===== src/include/refmux_pkg.sv =====
// Constants, register layout and carrier types of the reference clock mux
package refmux_pkg;

	localparam int LANES    = 4;
	localparam int SEL_W    = 3;
	localparam int CHOICE_W = 2;
	localparam int ADDR_W   = 8;
	localparam int DATA_W   = 32;

	// Register byte offsets
	localparam logic [ADDR_W-1:0] REG_CTRL    = 8'h00;
	localparam logic [ADDR_W-1:0] REG_RECSEL  = 8'h04;
	localparam logic [ADDR_W-1:0] REG_RINGSEL = 8'h08;
	localparam logic [ADDR_W-1:0] REG_LCSEL   = 8'h0c;
	localparam logic [ADDR_W-1:0] REG_STATUS  = 8'h10;

	// Reference select codes
	localparam logic [SEL_W-1:0] SEL_RESERVED = 3'h0;
	localparam logic [SEL_W-1:0] SEL_LOCAL0   = 3'h1;
	localparam logic [SEL_W-1:0] SEL_LOCAL1   = 3'h2;
	localparam logic [SEL_W-1:0] SEL_BELOW0   = 3'h3;
	localparam logic [SEL_W-1:0] SEL_BELOW1   = 3'h4;
	localparam logic [SEL_W-1:0] SEL_ABOVE0   = 3'h5;
	localparam logic [SEL_W-1:0] SEL_ABOVE1   = 3'h6;
	localparam logic [SEL_W-1:0] SEL_FABRIC   = 3'h7;

	// AHB-Lite encodings
	localparam logic [1:0] HTRANS_NONSEQ = 2'h2;
	localparam logic       HRESP_OKAY    = 1'b0;

	typedef struct packed {
		logic fabric_test_clock;
		logic from_above_ref_one;
		logic from_above_ref_zero;
		logic from_below_ref_one;
		logic from_below_ref_zero;
		logic local_ref_one;
		logic local_ref_zero;
	} refmux_src_t;

	typedef struct packed {
		logic pair_map;
		logic buffer_enable_low;
	} refmux_ctrl_t;

	typedef struct packed {
		logic [CHOICE_W-1:0] pair_one;
		logic [CHOICE_W-1:0] pair_zero;
	} refmux_recsel_t;

	typedef struct packed {
		logic [SEL_W-1:0] pll_b;
		logic [SEL_W-1:0] pll_a;
	} refmux_lcsel_t;

	typedef logic [LANES-1:0][SEL_W-1:0] refmux_ring_t;

	typedef struct packed {
		logic [1:0]          lc_reserved;
		logic [LANES-1:0]    ring_reserved;
		logic [CHOICE_W-1:0] active_choice;
		logic                buffer_active;
	} refmux_status_t;

	localparam int CTRL_W   = $bits(refmux_ctrl_t);
	localparam int RECSEL_W = $bits(refmux_recsel_t);
	localparam int RING_W   = $bits(refmux_ring_t);
	localparam int LCSEL_W  = $bits(refmux_lcsel_t);
	localparam int STATUS_W = $bits(refmux_status_t);

	// Reset values: buffer powered down, every reference mux on local zero, both pair choices on lane zero
	localparam refmux_ctrl_t   CTRL_RST   = '{pair_map: 1'b0,
		buffer_enable_low: 1'b1};
	localparam refmux_recsel_t RECSEL_RST = '{pair_one: 2'h0,
		pair_zero: 2'h0};
	localparam refmux_ring_t   RING_RST   = {LANES{SEL_LOCAL0}};
	localparam refmux_lcsel_t  LCSEL_RST  = '{pll_b: SEL_LOCAL0,
		pll_a: SEL_LOCAL0};

endpackage : refmux_pkg


===== src/hw/refmux_top.sv =====
// Reference clock selection muxes and recovered clock output buffer
`timescale 1ns/1ns
module refmux_top
	import refmux_pkg::*;
(
	input  wire logic                 hclk,
	input  wire logic                 hresetn,
	input  wire logic                 hsel,
	input  wire logic [ADDR_W-1:0]    haddr,
	input  wire logic [1:0]           htrans,
	input  wire logic                 hwrite,
	input  wire logic [2:0]           hsize,
	input  wire logic [DATA_W-1:0]    hwdata,
	input  wire logic                 hready,
	output logic      [DATA_W-1:0]    hrdata,
	output logic                      hreadyout,
	output logic                      hresp,
	input  wire logic [LANES-1:0]     lane_recovered_clock,
	input  wire refmux_src_t          lane_src [LANES],
	input  wire refmux_src_t          lc_src,
	output logic      [LANES-1:0]     ring_ref,
	output logic                      lc_pll_a_ref,
	output logic                      lc_pll_b_ref,
	output logic      [CHOICE_W-1:0]  recovered_choice_pair_zero,
	output logic      [CHOICE_W-1:0]  recovered_choice_pair_one,
	output logic                      recclk_out_p,
	output logic                      recclk_out_n,
	output logic                      recclk_out_oe,
	output logic      [LANES-1:0]     ring_pll_reset_req
);

	// Select one reference source by its three-bit code
	function automatic logic pick_ref(input logic [SEL_W-1:0] code,
		input refmux_src_t src);
		logic ref_clk;
		ref_clk = 1'b0;
		unique case (code)
			SEL_RESERVED: ref_clk = 1'b0;
			SEL_LOCAL0:   ref_clk = src.local_ref_zero;
			SEL_LOCAL1:   ref_clk = src.local_ref_one;
			SEL_BELOW0:   ref_clk = src.from_below_ref_zero;
			SEL_BELOW1:   ref_clk = src.from_below_ref_one;
			SEL_ABOVE0:   ref_clk = src.from_above_ref_zero;
			SEL_ABOVE1:   ref_clk = src.from_above_ref_one;
			SEL_FABRIC:   ref_clk = src.fabric_test_clock;
		endcase
		return ref_clk;
	endfunction : pick_ref

	refmux_ctrl_t                ctrl_r,   ctrl_nxt;
	refmux_recsel_t              recsel_r, recsel_nxt;
	refmux_ring_t                ring_r,   ring_nxt;
	refmux_lcsel_t               lcsel_r,  lcsel_nxt;
	logic      [LANES-1:0]       rstreq_r, rstreq_nxt;
	logic      [ADDR_W-1:0]      addr_r,   addr_nxt;
	logic                        wr_r,     wr_nxt;
	logic                        act_r,    act_nxt;
	logic      [DATA_W-1:0]      rdata_r,  rdata_nxt;
	logic      [CHOICE_W-1:0]    choice;
	refmux_status_t              status;
	logic                        fwd_clk;
	logic                        take;

	// Bus slave, zero wait states
	assign take      = hsel && hready && (htrans == HTRANS_NONSEQ);
	assign hreadyout = 1'b1;
	assign hresp     = HRESP_OKAY;
	assign hrdata    = rdata_r;

	// Which pair's choice feeds the buffer
	assign choice = ctrl_r.pair_map ? recsel_r.pair_one
		: recsel_r.pair_zero;
	assign recovered_choice_pair_zero = recsel_r.pair_zero;
	assign recovered_choice_pair_one  = recsel_r.pair_one;

	always_comb begin
		status               = '0;
		status.buffer_active = !ctrl_r.buffer_enable_low;
		status.active_choice = choice;
		for (int i = 0; i < LANES; i++) begin
			status.ring_reserved[i] = (ring_r[i] == SEL_RESERVED);
		end
		status.lc_reserved[0] = (lcsel_r.pll_a == SEL_RESERVED);
		status.lc_reserved[1] = (lcsel_r.pll_b == SEL_RESERVED);
	end

	// Register file next state
	always_comb begin
		ctrl_nxt   = ctrl_r;
		recsel_nxt = recsel_r;
		ring_nxt   = ring_r;
		lcsel_nxt  = lcsel_r;
		rstreq_nxt = '0;
		act_nxt    = take;
		addr_nxt   = take ? haddr : addr_r;
		wr_nxt     = take ? hwrite : wr_r;
		rdata_nxt  = rdata_r;
		if (act_r && wr_r) begin
			unique case (addr_r)
				REG_CTRL:
					ctrl_nxt = refmux_ctrl_t'(hwdata[CTRL_W-1:0]);
				REG_RECSEL:
					recsel_nxt = refmux_recsel_t'(hwdata[RECSEL_W-1:0]);
				REG_RINGSEL: begin
					ring_nxt = refmux_ring_t'(hwdata[RING_W-1:0]);
					for (int i = 0; i < LANES; i++) begin
						rstreq_nxt[i] = (ring_nxt[i] != ring_r[i]);
					end
				end
				REG_LCSEL:
					lcsel_nxt = refmux_lcsel_t'(hwdata[LCSEL_W-1:0]);
				default: ;
			endcase
		end
		if (take && !hwrite) begin
			unique case (haddr)
				REG_CTRL:    rdata_nxt = DATA_W'(ctrl_r);
				REG_RECSEL:  rdata_nxt = DATA_W'(recsel_r);
				REG_RINGSEL: rdata_nxt = DATA_W'(ring_r);
				REG_LCSEL:   rdata_nxt = DATA_W'(lcsel_r);
				REG_STATUS:  rdata_nxt = DATA_W'(status);
				default:     rdata_nxt = '0;
			endcase
		end
	end

	always_ff @(posedge hclk or negedge hresetn) begin
		if (!hresetn) begin
			ctrl_r   <= CTRL_RST;
			recsel_r <= RECSEL_RST;
			ring_r   <= RING_RST;
			lcsel_r  <= LCSEL_RST;
			rstreq_r <= '0;
			addr_r   <= '0;
			wr_r     <= 1'b0;
			act_r    <= 1'b0;
			rdata_r  <= '0;
		end else begin
			ctrl_r   <= ctrl_nxt;
			recsel_r <= recsel_nxt;
			ring_r   <= ring_nxt;
			lcsel_r  <= lcsel_nxt;
			rstreq_r <= rstreq_nxt;
			addr_r   <= addr_nxt;
			wr_r     <= wr_nxt;
			act_r    <= act_nxt;
			rdata_r  <= rdata_nxt;
		end
	end

	// Pulse asks the controller to reset the lane's ring PLL
	assign ring_pll_reset_req = rstreq_r;

	// Clock muxes, selects act without a clock
	always_comb begin
		for (int i = 0; i < LANES; i++) begin
			ring_ref[i] = pick_ref(ring_r[i], lane_src[i]);
		end
	end
	assign lc_pll_a_ref = pick_ref(lcsel_r.pll_a, lc_src);
	assign lc_pll_b_ref = pick_ref(lcsel_r.pll_b, lc_src);

	// Recovered clock output buffer
	assign fwd_clk       = lane_recovered_clock[choice];
	assign recclk_out_oe = !ctrl_r.buffer_enable_low;
	assign recclk_out_p  = recclk_out_oe && fwd_clk;
	assign recclk_out_n  = recclk_out_oe && !fwd_clk;

	buf_off_a: assert property (
		@(posedge hclk) disable iff (!hresetn)
		ctrl_r.buffer_enable_low |->
		!recclk_out_oe && !recclk_out_p && !recclk_out_n)
		else $error("buffer drives while disabled");

	buf_on_a: assert property (
		@(posedge hclk) disable iff (!hresetn)
		!ctrl_r.buffer_enable_low |->
		recclk_out_oe && (recclk_out_n == !recclk_out_p))
		else $error("buffer not driving while enabled");

	fwd_choice_a: assert property (
		@(posedge hclk) disable iff (!hresetn)
		recclk_out_oe |-> recclk_out_p == lane_recovered_clock[
		ctrl_r.pair_map ? recovered_choice_pair_one
		: recovered_choice_pair_zero])
		else $error("wrong recovered clock forwarded");

	lane_bit_a: assert property (
		@(posedge hclk) disable iff (!hresetn)
		(recclk_out_oe && choice == 2'h3) |->
		recclk_out_p == lane_recovered_clock[3])
		else $error("lane three not on bit three");

	lane_zero_a: assert property (
		@(posedge hclk) disable iff (!hresetn)
		(recclk_out_oe && choice == 2'h0) |->
		recclk_out_p == lane_recovered_clock[0])
		else $error("lane zero not on bit zero");

	pair_choice_a: assert property (
		@(posedge hclk) disable iff (!hresetn)
		(act_r && wr_r && addr_r == REG_RECSEL) |=>
		{recovered_choice_pair_one, recovered_choice_pair_zero}
		== $past(hwdata[RECSEL_W-1:0]))
		else $error("pair choice not updated");

	ctrl_write_a: assert property (
		@(posedge hclk) disable iff (!hresetn)
		(act_r && wr_r && addr_r == REG_CTRL) |=>
		ctrl_r == $past(hwdata[CTRL_W-1:0]))
		else $error("buffer control write lost");

	ring_decode_a: assert property (
		@(posedge hclk) disable iff (!hresetn)
		(ring_r[0] == SEL_ABOVE1) |->
		ring_ref[0] == lane_src[0].from_above_ref_one)
		else $error("ring select decode wrong");

	ring_local_a: assert property (
		@(posedge hclk) disable iff (!hresetn)
		(ring_r[2] == SEL_LOCAL0) |->
		ring_ref[2] == lane_src[2].local_ref_zero)
		else $error("ring local zero decode wrong");

	ring_fabric_a: assert property (
		@(posedge hclk) disable iff (!hresetn)
		(ring_r[2] == SEL_FABRIC) |->
		ring_ref[2] == lane_src[2].fabric_test_clock)
		else $error("ring test clock decode wrong");

	ring_below_a: assert property (
		@(posedge hclk) disable iff (!hresetn)
		(ring_r[3] == SEL_BELOW1) |->
		ring_ref[3] == lane_src[3].from_below_ref_one)
		else $error("ring below decode wrong");

	ring_above_a: assert property (
		@(posedge hclk) disable iff (!hresetn)
		(ring_r[1] == SEL_ABOVE0) |->
		ring_ref[1] == lane_src[1].from_above_ref_zero)
		else $error("ring above decode wrong");

	ring_rsvd_a: assert property (
		@(posedge hclk) disable iff (!hresetn)
		(ring_r[1] == SEL_RESERVED) |-> !ring_ref[1])
		else $error("reserved code passes a clock");

	lc_decode_a: assert property (
		@(posedge hclk) disable iff (!hresetn)
		(lcsel_r.pll_b == SEL_BELOW0) |->
		lc_pll_b_ref == lc_src.from_below_ref_zero)
		else $error("lc select decode wrong");

	lc_local_a: assert property (
		@(posedge hclk) disable iff (!hresetn)
		(lcsel_r.pll_a == SEL_LOCAL1) |->
		lc_pll_a_ref == lc_src.local_ref_one)
		else $error("lc local one decode wrong");

	lc_rsvd_a: assert property (
		@(posedge hclk) disable iff (!hresetn)
		(lcsel_r.pll_a == SEL_RESERVED) |-> !lc_pll_a_ref)
		else $error("reserved lc code passes a clock");

	lc_write_a: assert property (
		@(posedge hclk) disable iff (!hresetn)
		(act_r && wr_r && addr_r == REG_LCSEL) |=>
		lcsel_r == $past(hwdata[LCSEL_W-1:0]))
		else $error("lc select write lost");

	ring_write_a: assert property (
		@(posedge hclk) disable iff (!hresetn)
		(act_r && wr_r && addr_r == REG_RINGSEL) |=>
		ring_r == $past(hwdata[RING_W-1:0]))
		else $error("ring select write lost");

	ring_hold_a: assert property (
		@(posedge hclk) disable iff (!hresetn)
		!(act_r && wr_r && addr_r == REG_RINGSEL) |=>
		$stable(ring_r))
		else $error("ring select moved without a write");

	reset_req_a: assert property (
		@(posedge hclk) disable iff (!hresetn)
		(act_r && wr_r && addr_r == REG_RINGSEL
		&& hwdata[SEL_W-1:0] != ring_r[0]) |=> ring_pll_reset_req[0] ##1
		!ring_pll_reset_req[0] || $past(act_r && wr_r))
		else $error("ring reset request missing");

	req_quiet_a: assert property (
		@(posedge hclk) disable iff (!hresetn)
		!(act_r && wr_r && addr_r == REG_RINGSEL) |=>
		ring_pll_reset_req == '0)
		else $error("ring reset request without a write");

endmodule : refmux_top


===== config.mk =====
export PLATFORM = sky130hd
export DESIGN_NAME = refmux_top
export DESIGN_NICKNAME = d
export VERILOG_FILES = /design/src/include/refmux_pkg.sv /design/src/hw/refmux_top.sv
export SDC_FILE = /design/constraint.sdc
export NUM_CORES = 1
export LEC_CHECK = 0
export ABC_AREA = 1
export BUFFER_PORTS_ARGS = -buffer_cell sky130_fd_sc_hd__buf_2
export CAP_MARGIN = 20
export CELL_PAD_IN_SITES_DETAIL_PLACEMENT = 0
export CELL_PAD_IN_SITES_GLOBAL_PLACEMENT = 1
export CORE_MARGIN = 4
export CORE_UTILIZATION = 30
export CTS_CLUSTER_SIZE = 8
export DETAILED_ROUTE_END_ITERATION = 12
export GPL_ROUTABILITY_DRIVEN = 0
export PLACE_DENSITY = 0.82
export SYNTH_ARGS = -nofsm -noshare
export SYNTH_HDL_FRONTEND = slang
export SYNTH_SLANG_ARGS = --single-unit

===== constraint.sdc =====
create_clock -name hclk -period 1.4 [get_ports hclk]
set_clock_uncertainty 0.05 [all_clocks]
set_input_delay 0.28 -clock hclk [delete_from_list [all_inputs] [get_ports hclk]]
set_output_delay 0.28 -clock hclk [all_outputs]
set_load 0.01 [all_outputs]

* Yosys cells after proc, flatten, opt, wreduce, memory -nomap -nowiden
Cells that the tools add are included. Widths: inputs -> output; s select.
Cells by class: $lt $le $gt $ge 1, eq/ne operators 54, muxes and demuxes 12, reductions and logical operators 21
Operator list (number):
- $eq 3x3->1 const B | 24
- $pmux 12 s5 | 1
- $pmux 1 s8 | 6
- $eq 3x2->1 const B | 12
- $eq 8x4->1 const B | 4
- $eq 3x1->1 const B | 6
- $logic_not 3->1 | 6
- $eq 8x3->1 const B | 2
- $logic_not 8->1 | 2
- $ne 3x3->1 | 4
- $eq 8x5->1 const B | 1
- $mux 4 | 2
- $reduce_and 2->1 | 4
- $logic_and 1x1->1 | 6
- $logic_not 1->1 | 3
- $lt 2x3->1 const B | 1
- $bmux 1 s2 | 1
- $eq 2x2->1 const B | 1
- $mux 2 | 1
- $mux 1 | 1
Word-level totals: register bits after elaboration 70, bits of input ports 89, output and inout port bits 51

* Longest topological paths before layout
Gate-level depths: netlist (run 1).
depth after elaboration 5, gate-level depth with buffers 9

* Worst setup path before layout (run 1)
OpenSTA, ideal clock, no wires.
path kind register to output, from register recsel_r (netlist bit recovered_choice_pair_zero[0]), to output port recclk_out_p, arrival time 1.214 ns, slack -0.144 ns, stages on the path, launching flop included 7, path buffers 0, cell sequence dfrtp_1 > inv_1 > o21ai_0 > nand2_1 > o21ai_0 > nand2_1 > a21oi_1
Between the ends: cells in the longest elaborated chain, start to end 4
Ends and longest elaborated chain:
- from (decl) | line refmux_top.sv:51 | refmux_recsel_t recsel_r, recsel_nxt;
- from (signal assigned) | line refmux_top.sv:140 | recsel_r <= recsel_nxt;
- $mux 2 | line refmux_top.sv:71 | assign choice = ctrl_r.pair_map ? recsel_r.pair_one
- $bmux 1 s2 | line refmux_top.sv:164 | assign fwd_clk = lane_recovered_clock[choice];
- $mux 1 (implied by the code) | line refmux_top.sv:164
- $logic_and 1x1->1 | line refmux_top.sv:166 | assign recclk_out_p = recclk_out_oe && fwd_clk;
- to (decl) | line refmux_top.sv:26 | output logic recclk_out_p,
No other way between the ends. The select of a mux whose other input is x is not followed.

* Final worst setup path (run 1)
from register ctrl_r[1] in the netlist's numbering, to output port recclk_out_p
Between the ends: cells in the longest elaborated chain, start to end 4
Ends and longest elaborated chain:
- from (decl) | line refmux_top.sv:50 | refmux_ctrl_t ctrl_r, ctrl_nxt;
- from (signal assigned) | line refmux_top.sv:139 | ctrl_r <= ctrl_nxt;
- $mux 2 | line refmux_top.sv:71
- $bmux 1 s2 | line refmux_top.sv:164
- $mux 1 (implied by the code) | line refmux_top.sv:164
- $logic_and 1x1->1 | line refmux_top.sv:166
No other way between the ends. The select of a mux whose other input is x is not followed.

==> results.yml, run 1 <==
synth:
  synth_cells: 412
  synth_ff_type: "dfrtp_1"
  ys_ff_latch: 50
  synthMuxAreaShare_pct: 0
  synth_compound_area_share_pct: 9.93
  synthAdderAreaFrac_pct: 0
  syn-cell-area_um2: 3100
  synth_cell_type_count: 29
  synth_edf_count: 0
  ys_warn_count: 0
  synth-simple-area-share_pct: 33.1
  syn_area_per_cell_um2: 7.53
  synth-xor-area-share_pct: 1.69
  synth_top_family_by_area: "simple AND/OR/NAND/NOR gates"
  seq_area_frac_synth_pct: 40.6
  synthArstFlopShare_pct: 100
floorplanning:
  die_w_um: 110
  ioPinCount: 140
  rows: 36
  fp.dieH_um: 110
  start_util_pct: 31.3
  coreArea_um2: 9910
  dieArea_um2: 12000
worst_setup_path:
  cp.required_ns: 1.07
  startpoint: "ctrl_r[1]"
  worst_path_most_repeated_cell: "nand2_1"
  cp.arrival_ns: 1.44
  crit_path_max_incr_delay_ns: 0.47
  worst_setup_path_start_kind: "register"
  path_class: "register to output pin"
  timing.rr.start: "addr_r[6]"
  cp_slowest_cell: "dfrtp_2"
  cp-end-kind: "output pin"
  worstPathMaxFanout: 5
  cp_cell_sequence: "o21ai_4 > nand2_1 > o21ai_1 > nand2_1 > a21oi_1 > buf_2"
layout:
  syn_to_final_growth_pct: 42.3
  antenna_cells: 0
  nets: 644
  drive_gt1_share_pct: 44.1
  fill_cells: 1006
  final_util_pct: 44.5
detailed_routing:
  vias: 3219
  drt-vias-per-instance: 4.67
  dr.pass1.iters: 4
  drt_iter0_markers: 176
  drtAntennaViolNets: 0
  drt_drc_violations_left: 0
  routed_wl_um: 9370
  routedWlPerCell_um: 13.6
sta:
  post-route-period-util_pct: 126
  tns_ns: -2.74
  hold_viol: 0
  fmax_ghz: 0.565
  rsz0062_at_grt: "true"
  setup_viol: 8
  finalMaxSlewViolations: 0
  setup_ws_ns: -0.369
  period_minus_slack_ns: 1.77
  whs_ns: 0.143
placed_design:
  portBuffers: 94
  hpwl_um: 6900
  place_worst_setup_slack_ns: -0.121
worst_hold_path:
  hold_class: "input port to register"
  worstHoldStart: "hwdata[9]"
global_route:
  grt_max_degree: 51
  grtUsageTotal_pct: 15.7
  grt_pass1_vias: 3110
  grt_pass1_wl_um: 15000
  antenna_found_initial: 0
  overflow: 0
run_status:
  violations: "setup timing"
  outcome: "complete, but fails checks"
clock_network:
  cts_max_level: 2
  clockBufferDepth: 2
  cts_root_buf: "clkbuf_8"
  cts_made_buffers: 5
  clkTransAtPathRegs_ns: 0.10
  cts.sinks: 50
  cts_tree: "done"
  clock_latency_ns: 0.30
job:
  cap_violations: 0
power:
  powerDensity_nw_per_um2: 932
  total_power_mw: 4.11
  p_leak_nw: 2.38
  vdd_ir_drop_max_v: 0.000414
[cells by family after synthesis]
group,Yosys count
AOI/OAI and AO/OA,50
xor gates and xnor gates,6
buffers and inverters,86
DFF,50
other,2
and+or+nand+nor,218
[registers in the layout, indices dropped and copies added (netlist names)]
register                    cells
recovered_choice_pair_one       2
ctrl_r                          2
addr_r                          8
lcsel_r                         6
hrdata                         12
act_r                           1
wr_r                            1
ring_r                         12
recovered_choice_pair_zero      2
ring_pll_reset_req              4
[per-layer routing]
metal  global-route usage [%]  vias up  part of all wire [%]
met4                     4.10        0                  0.76
li1                         -     1620                     -
met5                        0        -                     0
met3                     2.29        6                   5.7
met1                     20.4     1503                    44
met2                     27.3       90                    49
[cells in the mapped netlist (2+ instances only)]
cell type / n / area, um^2
buf_4: 29 / 218
nor2_4: 2 / 22.5
a31oi_1: 2 / 12.5
dfrtp_1: 43 / 1080
conb_1: 2 / 7.51
inv_1: 45 / 169
xnor2_1: 6 / 52.6
nand2_1: 96 / 360
clkbuf_1: 5 / 18.8
o21ai_2: 12 / 105
o22ai_1: 6 / 37.5
a21oi_1: 2 / 10.0
nand4_1: 35 / 219
nor2_1: 25 / 93.8
o21ai_0: 27 / 135
nor3_1: 4 / 20.0
buf_2: 5 / 25.0
nand3_1: 49 / 245
dfstp_2: 7 / 184
[placed cells by master, fill, tap and decap left out, types with 2 or more instances in the layout]
master / Yosys / routed
inv_1: 45 / 37
o22ai_1: 6 / 5
xnor2_1: 6 / 6
nor2_4: 2 / 4
buf_2: 5 / 93
a21oi_1: 2 / 2
buf_4: 29 / 51
conb_1: 2 / 22
nor3_1: 4 / 3
o21ai_1: 0 / 6
nand2_4: 1 / 4
nand4_1: 35 / 35
buf_6: 1 / 6
nand2_8: 0 / 3
dfstp_2: 7 / 7
nand2_1: 96 / 75
clkbuf_8: 0 / 5
clkinv_2: 0 / 2
o21ai_0: 27 / 16
o21ai_2: 12 / 16
nor2_1: 25 / 18
nand2_2: 0 / 17
nand3_1: 49 / 43
nor2_2: 1 / 6
dfrtp_1: 43 / 40
buf_12: 0 / 3
dfrtp_2: 0 / 3
nand3_2: 1 / 7
inv_2: 1 / 9
[critical path: cells and delay by family (launching register included)]
kind	cells	cell delay (ns)
DFF	1	0.47
AOI/OAI and AO/OA	3	0.38
and+or+nand+nor	2	0.15
buffers and inverters	1	0.14
[worst paths after layout]
| path | end | slack (ns) | cells past startpoint |
|---|---|---|---|
| max | recclk_out_p | -0.37 | 6 |
| min | ring_r[9] | 0.14 | 3 |
| max reg2reg | lcsel_r[2] | 0 | 7 |
| min reg2reg | hrdata[4] | 0.43 | 2 |
| max in group asynchronous | ctrl_r[0] | 0.57 | 3 |
| min in group asynchronous | addr_r[4] | 0.45 | 3 |
[timing repair]
| action | 4_1_cts | 5_1_grt |
|---|---|---|
| endpoints found under the hold margin | 43 | 0 |
| hold buffers | 1 | 0 |
| gates cloned | 3 | 0 |
| setup buffers | 9 | 8 |
| resized for setup | 43 | 38 |
| endpoints found under the setup margin | 32 | 38 |
| pin swaps | 15 | 17 |
[where the power goes]
part / total [mW] / internal, mW / switching (mW)
registers: 1.79 / 1.61 / 0.177
clock network: 1.03 / 0.527 / 0.506
logic: 1.29 / 0.608 / 0.684
[final cells by class]
| type | instances | area (um^2) | share of cell area [%] |
|---|---|---|---|
| multi-input cells | 298 | 1710 | 38.8 |
| clock buffers | 5 | 68.8 | 1.56 |
| inverters | 46 | 173 | 3.91 |
| clock inverters | 3 | 40.0 | 0.908 |
| flip-flops and latches | 50 | 1260 | 28.7 |
| well taps | 133 | 166 | 3.77 |
| repair buffers | 154 | 986 | 22.4 |
[through the flow]
stage          cells  cell area [um^2]
2_1_floorplan    432              3190
3_3_place_gp     661              3870
3_5_place_dp     661              3870
4_1_cts          682              4230
5_1_grt          689              4410
6_report         689              4410
Note: power is estimated with default switching activity, not from simulation.
==> run 2: changes to the inputs <==
CORE_ASPECT_RATIO = 0.75   (was unset)
==> results.yml, run 2 (synthesis results as in run 1) <==
run_status:
  outcome: "complete, but fails checks"
  violations: "setup timing"
global_route:
  grtUsageTotal_pct: 15.4
  antenna_found_initial: 0
  grt_pass1_vias: 3124
  overflow: 0
  grt_pass1_wl_um: 15200
  grt_max_degree: 51
placed_design:
  portBuffers: 94
  hpwl_um: 7190
  placed_cell_area_um2: 3910
  dp.cells: 663
worst_setup_path:
  cp_slowest_cell: "dfrtp_2"
  cp.arrival_ns: 1.46
  rr_endpoint: "lcsel_r[2]"
  crit_path_max_incr_delay_ns: 0.46
  timing.rr.start: "addr_r[5]"
  cp.required_ns: 1.07
  r2r_cells: 7
  cp_cell_sequence: "o21ai_4 > nand2_1 > o21ai_1 > nand2_1 > a21oi_1 > buf_2"
  cp-end-kind: "output pin"
  timing.reg2reg.setup_slack_ns: -0.01
  worst_setup_path_start_kind: "register"
  worst_path_most_repeated_cell: "nand2_1"
  path_class: "register to output pin"
  worstPathMaxFanout: 5
clock_network:
  cts_tree: "done"
  clockBufferDepth: 2
  clock_latency_ns: 0.30
  clkTransAtPathRegs_ns: 0.07
  cts_made_buffers: 5
  cts.sinks: 50
  cts_root_buf: "clkbuf_16"
  cts_max_level: 2
sta:
  finalMaxSlewViolations: 0
  fmax_ghz: 0.559
  post-route-period-util_pct: 128
  whs_ns: 0.176
  setup_viol: 9
  hold_viol: 0
  period_minus_slack_ns: 1.79
  rsz0062_at_grt: "true"
  setup_ws_ns: -0.388
  tns_ns: -2.71
floorplanning:
  coreArea_um2: 9850
  fp.dieH_um: 96.0
  rows: 31
  ioPinCount: 140
  die_w_um: 125
  start_util_pct: 31.5
  dieArea_um2: 12000
power:
  p_leak_nw: 2.44
  powerDensity_nw_per_um2: 953
  vdd_ir_drop_max_v: 0.000485
worst_hold_path:
  hold_path_depth: 3
  worstHoldStart: "hwdata[9]"
  hold_path_end: "ring_r[9]"
  hold_class: "input port to register"
detailed_routing:
  dr.pass1.iters: 4
  routed_wl_um: 9710
  drt_iter0_markers: 165
  drtAntennaViolNets: 0
  routedWlPerCell_um: 14.0
  drt_drc_violations_left: 0
  vias: 3235
  drt-vias-per-instance: 4.66
layout:
  final_util_pct: 46.4
  fill_cells: 991
  drive_gt1_share_pct: 44.1
  fin_cells: 694
  layout_commonest_cell: "buf_2"
  antenna_cells: 0
  fin_area_um2: 4570
  final_cell_mix: "buf_2, nand2_1, buf_4, dfrtp_1, nand3_1"
  syn_to_final_growth_pct: 47.5
  nets: 650
job:
  cap_violations: 0
run 2: changes by cell type in the layout (fill, tap and decap cells not counted), sizes merged:
| cell | before | now |
|---|---|---|
| clkinv | 2 | 1 |
| buf | 153 | 157 |
| nand2 | 99 | 100 |
| clkbuf | 5 | 8 |
| bufinv | 1 | 0 |
run 2: final cells by class:
cell class / instances / area (um^2) / area share [%]
sequential: 50 / 1260 / 27.6
clock inverter: 1 / 5.00 / 0.109
inverter: 46 / 173 / 3.78
timing repair buffer: 159 / 1070 / 23.5
clock buffer: 7 / 143 / 3.12
tap: 132 / 165 / 3.61
multi-input combinational: 299 / 1750 / 38.2
run 2: worst max-delay path by stage:
stage / from / cells past startpoint / endpoint
2_1_floorplan: recovered_choice_pair_zero[0] / 6 / recclk_out_p
3_3_place_gp: ctrl_r[1] / 6 / recclk_out_n
3_5_place_dp: ctrl_r[1] / 6 / recclk_out_p
4_1_cts: ctrl_r[1] / 6 / recclk_out_p
5_1_grt: lcsel_r[0] / 6 / lc_pll_a_ref
6_report: ctrl_r[1] / 6 / recclk_out_p
run 2: critical path, delay by kind of cell (launching register included):
family          cells  cell delay (ns)
flops               1             0.46
buf+inv             1             0.14
compound gates      3             0.39
simple gates        2             0.16
run 2: timing repair:
| item | in CTS | in global routing |
|---|---|---|
| pin swaps | 12 | 27 |
| cloned | 1 | 3 |
| endpoints found under the hold margin | 43 | 0 |
| setup endpoints to repair | 23 | 39 |
| setup buffers | 12 | 6 |
| resized for setup | 22 | 68 |
| hold buffers | 1 | 0 |
run 2: stage by stage:
stage	setup slack, ns	power [mW]
floorplan	0.00386	2.40
global placement	-0.0895	2.80
detailed placement	-0.122	2.84
CTS	-0.401	4.19
global route	-0.449	4.61
finish	-0.388	4.36
run 2: power by group:
| group | leakage, nW | internal [mW] | total (mW) | switching [mW] |
|---|---|---|---|---|
| registers | 0.573 | 1.61 | 1.78 | 0.171 |
| clock network | 0.0739 | 0.710 | 1.24 | 0.530 |
| logic | 1.79 | 0.623 | 1.34 | 0.713 |
run 2: per-layer routing:
| metal | global-route usage (%) | part of all wire, % | routed length (um) | vias up |
|---|---|---|---|---|
| li1 | - | - | - | 1633 |
| met1 | 21.4 | 47 | 4600 | 1512 |
| met2 | 25.6 | 47 | 4550 | 81 |
| met3 | 2.88 | 5.0 | 483 | 9 |
| met4 | 2.98 | 0.74 | 72 | 0 |
| met5 | 0 | 0 | 0 | - |
